--- src/rtl/isc_pkg.sv ---
// Package: constants and carriers for the interrupt and standby controller
`default_nettype none
package isc_pkg;
    localparam int ISC_NFAC = 19;
    localparam int ISC_NSYS = 8;
    localparam int ISC_AW   = 5;
    localparam int ISC_NEV  = 3;
    // Register byte offsets
    localparam logic [4:0] ISC_OFF_FLAG = 5'h00;
    localparam logic [4:0] ISC_OFF_ENA  = 5'h04;
    localparam logic [4:0] ISC_OFF_PRIO = 5'h08;
    localparam logic [4:0] ISC_OFF_STAT = 5'h0c;
    localparam logic [4:0] ISC_OFF_IMSK = 5'h10;
    localparam logic [4:0] ISC_OFF_STBY = 5'h14;
    // Values after reset
    localparam logic [18:0] ISC_RST_FLAG = 19'h00000;
    localparam logic [18:0] ISC_RST_ENA  = 19'h00000;
    localparam logic [15:0] ISC_RST_PRIO = 16'h0000;
    localparam logic [2:0]  ISC_RST_EV   = 3'h0;
    // Release locations of the watchdog request hold
    localparam logic [23:0] ISC_ADR_REL_LO = 24'h00ff00;
    localparam logic [23:0] ISC_ADR_REL_HI = 24'h00ff01;
    // Status event bit positions
    localparam int ISC_EV_TAKE  = 0;
    localparam int ISC_EV_HWAKE = 1;
    localparam int ISC_EV_SWAKE = 2;
    localparam logic [2:0] ISC_LVL_NMI  = 3'h4;
    localparam logic [1:0] ISC_MSK_NMI  = 2'h3;
    localparam logic [4:0] ISC_VEC_NMI  = 5'h1f;
    localparam logic [1:0] ISC_RESP_OK  = 2'h0;
    localparam logic [1:0] ISC_RESP_ERR = 2'h2;
    // Systems holding input-port factors, the only ones that end sleep
    localparam logic [7:0] ISC_WAKE_SYS = 8'h03;
    // System of each factor; factor index is the fixed default order
    localparam logic [2:0] ISC_SYS_OF [ISC_NFAC] = '{
        3'h0, 3'h0, 3'h0, 3'h0, 3'h1, 3'h2, 3'h2, 3'h3, 3'h3, 3'h4,
        3'h5, 3'h5, 3'h5, 3'h6, 3'h7, 3'h7, 3'h7, 3'h7, 3'h7};
    typedef enum logic [1:0] {ISC_RUN, ISC_HALT, ISC_SLEEP} isc_mode_t;
    typedef struct packed {
        logic [1:0]  mask;
        logic        first_fetch;
        logic        halt_exec;
        logic        sleep_exec;
        logic        io_wr;
        logic [23:0] io_addr;
    } isc_cpu_t;
    typedef struct packed {
        logic       take;
        logic [2:0] level;
        logic [4:0] vec;
        logic [1:0] mask;
    } isc_take_t;
endpackage
`default_nettype wire

--- src/rtl/isc_ctrl.sv ---
// Interrupt request, priority and standby control with AXI4-Lite registers
// Notes on behaviour
// - One watchdog non-maskable line plus nineteen maskable factors in eight systems.
// - Watchdog request ignores the CPU mask and beats any maskable request.
// - Watchdog request withheld after reset until both release locations written.
// - Factors: four, one, two, two, one, three, one and five per system.
// - Each factor owns a pending flag and an enable bit.
// - One priority field per system, shared by all its factors.
// - A source event sets its flag whatever the enable bit says.
// - Enable one lets the factor reach the CPU, zero blocks it.
// - Accept needs flag, enable and system level above the CPU mask.
// - Requests are sampled at each first opcode fetch and then taken.
// - Halt stops the CPU while peripherals and clocks keep running.
// - Halt ends on reset or any interrupt request.
// - Sleep stops the CPU and both oscillators.
// - Sleep ends only on reset, watchdog request or input-port interrupt.
// - Writing one clears a flag; all flags zero after reset.
// - Two-bit level 0 to 3, 3 highest, 0 never; reset to 0.
// - Equal levels resolve by the fixed default factor order.
// - Accepting raises the mask to the taken level; watchdog sets level 3.
`default_nettype none
module isc_ctrl
    import isc_pkg::*;
(
    input  wire logic                sys_clk,
    input  wire logic                sys_rst,
    input  wire logic [ISC_AW-1:0]   s_axi_awaddr,
    input  wire logic                s_axi_awvalid,
    output logic                     s_axi_awready,
    input  wire logic [31:0]         s_axi_wdata,
    input  wire logic [3:0]          s_axi_wstrb,
    input  wire logic                s_axi_wvalid,
    output logic                     s_axi_wready,
    output logic [1:0]               s_axi_bresp,
    output logic                     s_axi_bvalid,
    input  wire logic                s_axi_bready,
    input  wire logic [ISC_AW-1:0]   s_axi_araddr,
    input  wire logic                s_axi_arvalid,
    output logic                     s_axi_arready,
    output logic [31:0]              s_axi_rdata,
    output logic [1:0]               s_axi_rresp,
    output logic                     s_axi_rvalid,
    input  wire logic                s_axi_rready,
    input  wire logic [ISC_NFAC-1:0] src_event,
    input  wire logic                wdt_nmi,
    input  wire isc_cpu_t            cpu,
    output isc_take_t                cpu_take,
    output logic                     cpu_stop,
    output logic                     low_speed_oscillator,
    output logic                     high_speed_oscillator,
    output logic                     irq
);
    logic [18:0]        flag_q, flag_d, ena_q, ena_d;
    logic [15:0]        prio_q, prio_d;
    logic [2:0]         stat_q, stat_d, imsk_q, imsk_d, ev;
    logic               nmi_pend_q, nmi_pend_d, hold_q, hold_d;
    logic               seen_lo_q, seen_lo_d, seen_hi_q, seen_hi_d;
    isc_mode_t          mode_q, mode_d;
    isc_take_t          take_q, take_d;
    logic [ISC_AW-1:0]  awa_q, awa_d;
    logic [31:0]        wd_q, wd_d, rd_q, rd_d;
    logic [3:0]         ws_q, ws_d;
    logic               awh_q, awh_d, wh_q, wh_d, bv_q, bv_d, rv_q, rv_d;
    logic [1:0]         br_q, br_d, rr_q, rr_d;
    logic [31:0]        wm;
    logic               wr_go, rd_go;
    logic [1:0]         lvl, best_lvl;
    logic [4:0]         best_vec;
    logic               nmi_ok, hw_ok, any_req, port_req;

    assign s_axi_awready = !awh_q && !bv_q;
    assign s_axi_wready  = !wh_q && !bv_q;
    assign s_axi_arready = !rv_q;
    assign s_axi_bvalid  = bv_q;
    assign s_axi_bresp   = br_q;
    assign s_axi_rvalid  = rv_q;
    assign s_axi_rdata   = rd_q;
    assign s_axi_rresp   = rr_q;
    assign wr_go = awh_q && wh_q && !bv_q;
    assign rd_go = s_axi_arvalid && !rv_q;
    assign wm    = {{8{ws_q[3]}}, {8{ws_q[2]}}, {8{ws_q[1]}}, {8{ws_q[0]}}};

    // Priority resolve over the factors
    always_comb begin
        lvl      = 2'h0;
        best_lvl = 2'h0;
        best_vec = 5'h00;
        port_req = 1'b0;
        for (int i = 0; i < ISC_NFAC; i++) begin
            lvl = (flag_q[i] && ena_q[i]) ? prio_q[2*ISC_SYS_OF[i] +: 2] : 2'h0;
            if (lvl > best_lvl) begin
                best_lvl = lvl;
                best_vec = 5'(i);
            end
            if (lvl != 2'h0 && ISC_WAKE_SYS[ISC_SYS_OF[i]]) begin
                port_req = 1'b1;
            end
        end
    end

    assign nmi_ok  = nmi_pend_q && !hold_q;
    assign hw_ok   = best_lvl > cpu.mask;
    assign any_req = nmi_ok || (best_lvl != 2'h0);

    // Acceptance and standby
    always_comb begin
        take_d     = '0;
        mode_d     = mode_q;
        ev         = '0;
        nmi_pend_d = nmi_pend_q;
        if (cpu.first_fetch && mode_q == ISC_RUN) begin
            if (nmi_ok) begin
                take_d     = '{1'b1, ISC_LVL_NMI, ISC_VEC_NMI, ISC_MSK_NMI};
                nmi_pend_d = 1'b0;
            end else if (hw_ok) begin
                take_d = '{1'b1, {1'b0, best_lvl}, best_vec, best_lvl};
            end
        end
        ev[ISC_EV_TAKE] = take_d.take;
        if (wdt_nmi) begin
            nmi_pend_d = 1'b1;
        end
        unique case (mode_q)
            ISC_RUN: begin
                if (cpu.sleep_exec) begin
                    mode_d = ISC_SLEEP;
                end else if (cpu.halt_exec) begin
                    mode_d = ISC_HALT;
                end
            end
            ISC_HALT: begin
                if (any_req) begin
                    mode_d = ISC_RUN;
                    ev[ISC_EV_HWAKE] = 1'b1;
                end
            end
            ISC_SLEEP: begin
                if (nmi_ok || port_req) begin
                    mode_d = ISC_RUN;
                    ev[ISC_EV_SWAKE] = 1'b1;
                end
            end
        endcase
    end

    assign cpu_take = take_q;
    assign cpu_stop = mode_q != ISC_RUN;
    assign low_speed_oscillator  = mode_q != ISC_SLEEP;
    assign high_speed_oscillator = mode_q != ISC_SLEEP;
    assign irq = |(stat_q & imsk_q);

    // Register file and bus handshake
    always_comb begin
        flag_d = flag_q;
        ena_d  = ena_q;
        prio_d = prio_q;
        stat_d = stat_q;
        imsk_d = imsk_q;
        awh_d  = awh_q;
        awa_d  = awa_q;
        wh_d   = wh_q;
        wd_d   = wd_q;
        ws_d   = ws_q;
        bv_d   = bv_q;
        br_d   = br_q;
        rv_d   = rv_q;
        rd_d   = rd_q;
        rr_d   = rr_q;
        if (s_axi_awvalid && s_axi_awready) begin
            awh_d = 1'b1;
            awa_d = s_axi_awaddr;
        end
        if (s_axi_wvalid && s_axi_wready) begin
            wh_d = 1'b1;
            wd_d = s_axi_wdata;
            ws_d = s_axi_wstrb;
        end
        if (wr_go) begin
            awh_d = 1'b0;
            wh_d  = 1'b0;
            bv_d  = 1'b1;
            br_d  = ISC_RESP_OK;
            unique case ({awa_q[4:2], 2'b00})
                ISC_OFF_FLAG: flag_d = flag_q & ~(wd_q[18:0] & wm[18:0]);
                ISC_OFF_ENA:  ena_d  = (ena_q & ~wm[18:0]) | (wd_q[18:0] & wm[18:0]);
                ISC_OFF_PRIO: prio_d = (prio_q & ~wm[15:0]) | (wd_q[15:0] & wm[15:0]);
                ISC_OFF_STAT: stat_d = stat_q & ~(wd_q[2:0] & wm[2:0]);
                ISC_OFF_IMSK: imsk_d = (imsk_q & ~wm[2:0]) | (wd_q[2:0] & wm[2:0]);
                ISC_OFF_STBY: ;
                default:      br_d = ISC_RESP_ERR;
            endcase
        end
        if (bv_q && s_axi_bready) begin
            bv_d = 1'b0;
        end
        if (rv_q && s_axi_rready) begin
            rv_d = 1'b0;
        end
        if (rd_go) begin
            rv_d = 1'b1;
            rr_d = ISC_RESP_OK;
            unique case ({s_axi_araddr[4:2], 2'b00})
                ISC_OFF_FLAG: rd_d = {13'h0, flag_q};
                ISC_OFF_ENA:  rd_d = {13'h0, ena_q};
                ISC_OFF_PRIO: rd_d = {16'h0, prio_q};
                ISC_OFF_STAT: rd_d = {29'h0, stat_q};
                ISC_OFF_IMSK: rd_d = {29'h0, imsk_q};
                ISC_OFF_STBY: rd_d = {27'h0, nmi_pend_q, hold_q, 1'b0, mode_q};
                default: begin
                    rd_d = 32'h0;
                    rr_d = ISC_RESP_ERR;
                end
            endcase
        end
        // event sets flag, set beats clear
        flag_d = flag_d | src_event;
        stat_d = stat_d | ev;
    end

    always_comb begin
        seen_lo_d = seen_lo_q || (cpu.io_wr && cpu.io_addr == ISC_ADR_REL_LO);
        seen_hi_d = seen_hi_q || (cpu.io_wr && cpu.io_addr == ISC_ADR_REL_HI);
        hold_d    = hold_q && !(seen_lo_q && seen_hi_q);
    end

    always_ff @(posedge sys_clk or posedge sys_rst) begin
        if (sys_rst) begin
            flag_q     <= ISC_RST_FLAG;
            ena_q      <= ISC_RST_ENA;
            prio_q     <= ISC_RST_PRIO;
            stat_q     <= ISC_RST_EV;
            imsk_q     <= ISC_RST_EV;
            nmi_pend_q <= 1'b0;
            hold_q     <= 1'b1;
            seen_lo_q  <= 1'b0;
            seen_hi_q  <= 1'b0;
            mode_q     <= ISC_RUN;
            take_q     <= '0;
            awh_q      <= 1'b0;
            awa_q      <= '0;
            wh_q       <= 1'b0;
            wd_q       <= 32'h0;
            ws_q       <= 4'h0;
            bv_q       <= 1'b0;
            br_q       <= ISC_RESP_OK;
            rv_q       <= 1'b0;
            rd_q       <= 32'h0;
            rr_q       <= ISC_RESP_OK;
        end else begin
            flag_q     <= flag_d;
            ena_q      <= ena_d;
            prio_q     <= prio_d;
            stat_q     <= stat_d;
            imsk_q     <= imsk_d;
            nmi_pend_q <= nmi_pend_d;
            hold_q     <= hold_d;
            seen_lo_q  <= seen_lo_d;
            seen_hi_q  <= seen_hi_d;
            mode_q     <= mode_d;
            take_q     <= take_d;
            awh_q      <= awh_d;
            awa_q      <= awa_d;
            wh_q       <= wh_d;
            wd_q       <= wd_d;
            ws_q       <= ws_d;
            bv_q       <= bv_d;
            br_q       <= br_d;
            rv_q       <= rv_d;
            rd_q       <= rd_d;
            rr_q       <= rr_d;
        end
    end
endmodule // isc_ctrl
`default_nettype wire

--- config.mk ---
export PLATFORM = sky130hd
export DESIGN_NAME = isc_ctrl
export DESIGN_NICKNAME = d
export VERILOG_FILES = /design/src/rtl/isc_pkg.sv /design/src/rtl/isc_ctrl.sv
export SDC_FILE = /design/constraint.sdc
export NUM_CORES = 1
export LEC_CHECK = 0
export BUFFER_PORTS_ARGS = -buffer_cell sky130_fd_sc_hd__buf_2
export CORE_ASPECT_RATIO = 1.1
export CORE_MARGIN = 2
export CORE_UTILIZATION = 29
export DETAILED_ROUTE_END_ITERATION = 6
export MAX_ROUTING_LAYER = met4
export PLACE_DENSITY_LB_ADDON = 0.15
export SYNTH_ARGS = -nofsm -noshare
export SYNTH_HDL_FRONTEND = slang
export SYNTH_SLANG_ARGS = --single-unit
--- constraint.sdc ---
create_clock -name sys_clk -period 22.8 [get_ports sys_clk]
set_clock_uncertainty 0.1 [all_clocks]
set_input_delay 1.14 -clock sys_clk [delete_from_list [all_inputs] [get_ports sys_clk]]
set_output_delay 1.14 -clock sys_clk [all_outputs]
set_load 0.01 [all_outputs]
==> results.json, run 1 <==
{
  "cp.arrival_ns": 19.95,
  "cp_slowest_cell": "o22ai_1",
  "rows": 61,
  "postCtsHoldBufs": 0,
  "cap_violations": 0,
  "crit_fanout": 8,
  "routed_wire_length_per_instance_um": 16.36,
  "clk_pin_slew_ns": 0.06,
  "syn_inst": 735,
  "cts_buffers": 17,
  "cts_tree": "built",
  "area_growth_pct": 21.56,
  "required_ns": 23.04,
  "cts_resized": 0,
  "max_slew_margin_pct": 33.27,
  "cts_setup_buffers": 0,
  "rsz0062_at_grt": "false",
  "start_kind": "register",
  "syn_area_sq_um": 7465,
  "die_h_um": 172.3,
  "cts_max_level": 4,
  "finalWirelength_um": 20010,
  "clock_path_buffers": 2,
  "crit_path_frequent_cell": "ha_1",
  "cts.sinks": 127,
  "synthFlopType": "dfrtp_1",
  "drive_gt1_share_pct": 28.62,
  "grt_start_max_net_pins": 70,
  "yosysSeqAreaShare_pct": 42.59,
  "criticalPathCategory": "register to register",
  "grt_pass1_wl_um": 31860,
  "fin_crit_sh_pct": 86.44,
  "setup_violations": 0,
  "synth_warnings": 0,
  "num_vias": 5833,
  "hold_viol": 0,
  "ant_nets": 0,
  "first_pass_iters": 4,
  "final_cell_mix": "dfrtp_1 (126), buf_2 (125), nand2_1 (81)",
  "antenna_found_initial": 0,
  "synth_async_sr_flop_share_pct": 100.0,
  "ys_types": 61,
  "gp_congestion": 0.7681,
  "critical-path-max-stage-delay_ns": 0.54,
  "worst_pin_slew_ns": 0.9973,
  "final_max_slew_viol_count": 0,
  "hold_class": "register to register",
  "grt-ovfl-total": 0,
  "die_area_sq_um": 27040,
  "viasPerCell": 4.769,
  "insertion_delay_ns": 0.42,
  "io_buffer_count": 125,
  "dp_hpwl_um": 14930,
  "yosys_register_bits": 127,
  "drcViolationCount": 0,
  "ff2ff_setup_slack_ns": 3.09,
  "drt_iter0_markers": 271,
  "setup_tns_ns": 0,
  "ios": 159,
  "die_w_um": 157.0,
  "clockRootBuffer": "clkbuf_16",
  "fmax_ghz": 0.05074,
  "end_kind": "register",
  "grt_usage_pct": 15.80,
  "grt_pass1_vias": 5913,
  "nNetsFinal": 1026,
  "start_util_pct": 29.55,
  "antenna-diode-count": 0,
  "synth-edff-count": 0,
  "avgSynthCellArea_sq_um": 10.16,
  "final_common_cell": "dfrtp_1",
  "min_period_ns": 19.71,
  "core_area_sq_um": 25260,
  "status": "finished, final reports clean"
}
## cell families after synthesis
logic type | share of synthesized area, %
simple gates | 15.87
compound gates | 13.93
flops | 42.59
mux | 12.94
buf+inv | 4.727
fa+ha+maj | 9.889
other cells | 0.05024
## metal layers
metal	GRT usage (%)	part of all wire [%]
met1	20.95	49
met2	25.25	47
met3	2.607	3.8
met4	4.029	0.79
met5	-	0
## stage by stage
step	instances	utilization (%)	hold WS [ns]	worst slack, ns	instance area (sq um)
floorplan	749	-	0.2972	6.131	7517
global placement	1191	33.36	0.3143	3.225	8427
detailed placement	1191	33.36	0.3222	3.144	8427
CTS	1223	35.92	0.3379	3.084	9074
global route	1223	35.92	0.3618	0.9950	9074
finish	1223	35.92	0.3328	3.091	9074
## area by class of cell
type | count | area (sq um)
clock buffers | 20 | 466.7
clock inverters | 12 | 180.2
fillers | 2585 | 16190
inverters | 45 | 173.9
multi-input cells | 544 | 3985
flip-flops and latches | 127 | 3179
well taps | 346 | 432.9
repair buffers | 129 | 655.6
## path summary, 6_finish.rpt
| path | from | endpoint | depth (start not counted) |
|---|---|---|---|
| worst min register to register | seen_hi_q$_DFF_PP0_ | hold_q$_DFF_PP1_ | 1 |
| worst max-delay path | register | cpu_take[2]$_DFF_PP0_ | 98 |
| min in group asynchronous | sys_rst | wd_q[9]$_DFFE_PP0P_ | 2 |
| worst min-delay path | seen_hi_q$_DFF_PP0_ | hold_q$_DFF_PP1_ | 1 |
| worst max register to register | register | cpu_take[2]$_DFF_PP0_ | 98 |
| max in group asynchronous | sys_rst | asynchronous set/reset pin | 3 |
## cell usage after synthesis, types with 2 or more instances
| master | instances | area (sq um) |
|---|---|---|
| a22o_1 | 11 | 96.34 |
| ha_1 | 59 | 738.2 |
| and3b_1 | 2 | 17.52 |
| nand2b_1 | 12 | 75.07 |
| a21oi_1 | 8 | 40.04 |
| o2111ai_1 | 2 | 17.52 |
| nand4b_1 | 2 | 17.52 |
| nor2_1 | 31 | 116.4 |
| nand3b_1 | 3 | 22.52 |
| and2_1 | 8 | 50.05 |
| a21o_1 | 23 | 172.7 |
| nor4_1 | 2 | 12.51 |
| nand4_1 | 6 | 37.54 |
| o21bai_1 | 9 | 67.56 |
| nand2_1 | 81 | 304.0 |
| a211o_2 | 2 | 20.02 |
| a211oi_1 | 2 | 15.01 |
| o31ai_1 | 4 | 30.03 |
| clkbuf_1 | 16 | 60.06 |
| a31oi_1 | 10 | 62.56 |
| nor2b_1 | 8 | 50.05 |
| a21boi_0 | 2 | 15.01 |
| o211ai_1 | 6 | 45.04 |
| and3_1 | 8 | 50.05 |
| buf_4 | 16 | 120.1 |
| mux2i_1 | 20 | 200.2 |
| o22ai_1 | 7 | 43.79 |
| nor4b_1 | 3 | 26.28 |
| a22oi_1 | 5 | 37.54 |
| nor3b_1 | 4 | 30.03 |
| or3_1 | 4 | 25.02 |
| nand3_1 | 47 | 235.2 |
| or2_2 | 3 | 18.77 |
| inv_1 | 45 | 168.9 |
| mux2_2 | 68 | 765.7 |
| o21ba_2 | 3 | 30.03 |
| o21ai_0 | 38 | 190.2 |
| nor3_1 | 7 | 35.03 |
| dfrtp_1 | 126 | 3153 |
## worst max-delay path: cells and delay by family (launching register included)
family | cells | cell delay, ns
compound gates | 34 | 8.60
fa+ha+maj | 19 | 4.97
buf+inv | 9 | 0.36
mux | 3 | 0.67
simple gates | 33 | 4.47
flops | 1 | 0.43
Power of run 1 is left out: the tool's default activity adds up to more than one toggle a clock period on the data nets, which glitch-free logic cannot reach.
==> inputs of run 2 (changes only) <==
CAP_MARGIN = 25   (was default)
SETUP_SLACK_MARGIN = 0.5   (was default)
clock period = 19.9 ns   (was 22.8 ns; I/O delays follow)
==> run 2 against run 1 <==
Compared with the run above:
- final cell count is 0.25% higher
- utilization up 0.099 points
- via count about the same
- count of clock-buffer cells in the layout grew 1
- routed wire length decreased by 0.28%
- critical path depth increased by 1
- global-route usage fell by 0.19 points
- design area increased by 0.28%
- flip-flop and latch count unchanged
- critical path type unchanged
- highest routed layer unchanged
==> results.json, run 2 (synthesis results as in run 1) <==
{
  "crit_fanout": 8,
  "status": "finished, final reports clean",
  "drcViolationCount": 0,
  "setup_violations": 0,
  "grt_pass1_vias": 5758,
  "required_ns": 20.13,
  "cp_slowest_cell": "dfrtp_1",
  "ant_nets": 0,
  "num_vias": 5838,
  "critical-path-max-stage-delay_ns": 0.43,
  "insertion_delay_ns": 0.42,
  "first_pass_iters": 4,
  "start_util_pct": 29.55,
  "ff2ff_setup_slack_ns": 2.19,
  "cts_tree": "built",
  "gp_congestion": 0.7780,
  "cp.arrival_ns": 17.94,
  "cap_violations": 0,
  "viasPerCell": 4.762,
  "io_buffer_count": 125,
  "cts_max_level": 4,
  "ios": 159,
  "grt-ovfl-total": 0,
  "core_area_sq_um": 25260,
  "dp_hpwl_um": 14910,
  "crit_path_frequent_cell": "ha_1",
  "clock_path_buffers": 2,
  "antenna_found_initial": 0,
  "final_common_cell": "dfrtp_1",
  "grt_pass1_wl_um": 31530,
  "cts_buffers": 17,
  "postCtsHoldBufs": 0,
  "finalWirelength_um": 19960,
  "hold_class": "register to register",
  "placed_area_sq_um": 8442,
  "area_growth_pct": 21.89,
  "drt_iter0_markers": 314,
  "routed_wire_length_per_instance_um": 16.28,
  "grt_usage_pct": 15.61,
  "rsz0062_at_grt": "false",
  "grt_start_max_net_pins": 74,
  "worst_pin_slew_ns": 1.042,
  "antenna-diode-count": 0,
  "clk_pin_slew_ns": 0.06,
  "min_period_ns": 17.71,
  "rows": 61,
  "die_w_um": 157.0,
  "fin_crit_sh_pct": 89.00,
  "hold_viol": 0,
  "setup_tns_ns": 0,
  "die_h_um": 172.3,
  "drive_gt1_share_pct": 29.89,
  "cts.sinks": 127,
  "die_area_sq_um": 27040,
  "fmax_ghz": 0.05646,
  "clockRootBuffer": "clkbuf_16",
  "final_max_slew_viol_count": 0,
  "start_kind": "register",
  "max_slew_margin_pct": 30.29,
  "final_area_sq_um": 9099,
  "end_kind": "register",
  "criticalPathCategory": "register to register",
  "final_cell_mix": "dfrtp_1 (126), buf_2 (125), nand2_1 (81)",
  "nNetsFinal": 1030
}
==> run 2: cell count changes in the layout (fill, tap and decap cells not counted), moves of 3 or more <==
cell,before,now
bufinv_16,4,0
o21ai_0,38,34
o22ai_1,7,3
buf_4,4,7
clkinv_2,2,5
o21ai_1,0,3
o22ai_4,0,3
==> run 2: worst paths after layout <==
path / startpoint / endpoint / depth (start not counted)
min: seen_lo_q$_DFF_PP0_ / hold_q$_DFF_PP1_ / 1
min reg2reg: seen_lo_q$_DFF_PP0_ / hold_q$_DFF_PP1_ / 1
max: flag_q[1]$_DFF_PP0_ / cpu_take[3]$_DFF_PP0_ / 99
max reg2reg: flag_q[1]$_DFF_PP0_ / cpu_take[3]$_DFF_PP0_ / 99
max in group asynchronous: sys_rst / s_axi_rdata[18]$_DFFE_PP0P_ / 4
min in group asynchronous: sys_rst / wd_q[9]$_DFFE_PP0P_ / 2
==> run 2: worst max-delay path, delay by kind of cell (launching register included) <==
kind,cells,cell delay (ns)
DFF,1,0.43
buffers and inverters,11,0.82
AOI/OAI and AO/OA,27,4.79
adders and majority gates,19,5.06
muxes,3,0.65
and+or+nand+nor,39,5.80
==> run 2: layout make-up <==
class,count,area [sq um]
multi-input cells,544,4081
inverters,45,173.9
clock buffers,21,460.4
flip-flops and latches,127,3179
fillers,2592,16160
well taps,346,432.9
repair buffers,133,705.7
clock inverters,10,65.06
==> run 2: per-stage QoR <==
step | utilization [%] | std cells | setup slack [ns] | hold WS, ns
finish | 36.02 | 1226 | 2.190 | 0.3215
global route | 36.02 | 1226 | 0.5442 | 0.3400
CTS | 35.52 | 1224 | 0.6812 | 0.3267
detailed placement | 33.42 | 1193 | 0.4595 | 0.3181
global placement | 33.42 | 1193 | 0.6191 | 0.3136
floorplan | - | 749 | 3.231 | 0.2972
==> run 2: layer usage <==
layer / wire, um / track usage [%] / vias up / part of all wire [%]
li1: - / - / 2873 / -
met1: 9727 / 21.26 / 2828 / 49
met2: 9294 / 24.20 / 124 / 47
met3: 741 / 2.531 / 13 / 3.7
met4: 193 / 4.188 / 0 / 0.97
met5: 0 / - / - / 0
==> run 2: timing repair <==
| action | 4_1_cts | 5_1_grt |
|---|---|---|
| endpoints found under the setup margin | 3 | 14 |
| resized for setup | 1 | 20 |
| pin swaps | 0 | 1 |
| gates cloned | 0 | 0 |
| setup buffers | 0 | 1 |
Power of run 2 is left out for the same reason.
==> inputs of run 3 (changes only) <==
BUFFER_PORTS_ARGS = -buffer_cell sky130_fd_sc_hd__buf_4   (was -buffer_cell sky130_fd_sc_hd__buf_2)
==> run 3 against run 2 <==
Compared with the run above:
- flip-flop and latch count stayed put
- global-route usage is 0.35 points higher
- hold slack got worse by 0.0076 ns
- design area is 4.9% higher
- final cell count barely moved
- utilization is 1.8 points higher
- critical path depth increased by 1
- non-clock buffer count is 2 lower
- fmax down 0.78%
==> results.json, run 3 (synthesis results as in run 1) <==
{
  "cts_max_level": 4,
  "max_slew_margin_pct": 36.30,
  "rows": 61,
  "start_kind": "register",
  "area_growth_pct": 27.84,
  "final_util_pct": 37.77,
  "crit_path_frequent_cell": "ha_1",
  "setup_tns_ns": 0,
  "status": "finished, final reports clean",
  "grt_start_max_net_pins": 74,
  "criticalPathCategory": "register to register",
  "whs_ns": 0.3139,
  "grt_pass1_vias": 5816,
  "nNetsFinal": 1028,
  "clk_pin_slew_ns": 0.06,
  "fmax_ghz": 0.05602,
  "cts.sinks": 127,
  "num_vias": 5827,
  "die_w_um": 157.0,
  "drt_iter0_markers": 265,
  "dp_hpwl_um": 14970,
  "cp_slowest_cell": "dfrtp_1",
  "antenna_found_initial": 0,
  "end_kind": "register",
  "grt_pass1_wl_um": 31900,
  "critPathTopFamily": "simple AND/OR/NAND/NOR gates",
  "drcViolationCount": 0,
  "finalWirelength_um": 20180,
  "cap_violations": 0,
  "fin_crit_sh_pct": 89.70,
  "final_cell_mix": "buf_4 (130), dfrtp_1 (126), nand2_1 (81)",
  "final_common_cell": "buf_4",
  "critical-path-max-stage-delay_ns": 0.44,
  "min_period_ns": 17.85,
  "worst_pin_slew_ns": 0.9536,
  "grt-ovfl-total": 0,
  "cts_buffers": 17,
  "crit_buf_inv": 10,
  "ant_nets": 0,
  "placed_area_sq_um": 8740,
  "io_buffer_count": 125,
  "antenna-diode-count": 0,
  "clock_path_buffers": 2,
  "hold_viol": 0,
  "hold_class": "register to register",
  "viasPerCell": 4.757,
  "setup_violations": 0,
  "ios": 159,
  "insertion_delay_ns": 0.43,
  "clockRootBuffer": "clkbuf_16",
  "start_util_pct": 29.55,
  "cts_tree": "built",
  "rsz0062_at_grt": "false",
  "die_h_um": 172.3,
  "required_ns": 20.15,
  "grt_usage_pct": 15.96,
  "core_area_sq_um": 25260,
  "final_max_slew_viol_count": 0,
  "routed_wire_length_per_instance_um": 16.47,
  "gp_congestion": 0.7742,
  "cp.arrival_ns": 18.10,
  "crit_fanout": 8,
  "first_pass_iters": 4,
  "drive_gt1_share_pct": 30.15,
  "nFillCells": 2556,
  "die_area_sq_um": 27040,
  "final_area_sq_um": 9543
}
## run 3: cell count changes in the layout (fill, tap and decap cells not counted), moves of 4 or more
cell,previous run,this run
buf_2,125,0
buf_4,7,130
bufinv_16,0,5
clkinv_2,5,1
## run 3: area by class of cell
cell class / count / area, sq um / share of cell area (%)
multi-input cells: 544 / 4099 / 42.95
inverters: 45 / 173.9 / 1.822
flip-flops and latches: 127 / 3179 / 33.32
well taps: 346 / 432.9 / 4.537
repair buffers: 131 / 996.0 / 10.44
clock inverters: 12 / 205.2 / 2.150
clock buffers: 20 / 456.7 / 4.786
## run 3: per-stage QoR
stage | std cells | setup slack, ns
after floorplan | 749 | 3.231
after CTS | 1223 | 0.5898
after global routing | 1225 | 0.4701
after global placement | 1191 | 0.4958
after detailed placement | 1191 | 0.4059
final | 1225 | 2.051
## run 3: metal layers
metal	wire length (um)	vias up	track usage, %
li1	-	2871	-
met1	9846	2819	21.27
met2	9421	118	24.79
met3	628	19	2.682
met4	280	0	5.185
met5	0	-	-
## run 3: worst paths after layout
kind | to | slack [ns] | from | depth (start not counted)
setup / recovery | cpu_take[2]$_DFF_PP0_ | 2.05 | register | 100
hold / removal | hold_q$_DFF_PP1_ | 0.31 | seen_lo_q$_DFF_PP0_ | 1
hold reg to reg | hold_q$_DFF_PP1_ | 0.31 | seen_lo_q$_DFF_PP0_ | 1
min in group asynchronous | wd_q[9]$_DFFE_PP0P_ | 0.52 | sys_rst | 2
max in group asynchronous | hold_q$_DFF_PP1_ | 17.96 | sys_rst | 4
setup reg to reg | cpu_take[2]$_DFF_PP0_ | 2.05 | register | 100
## run 3: what timing repair did
item | CTS | global route
hold buffers | 0 | 0
endpoints found under the setup margin | 6 | 14
pin swaps | 0 | 1
buffers inserted | 0 | 0
gates resized for setup | 1 | 22
Power of run 3 is left out for the same reason.
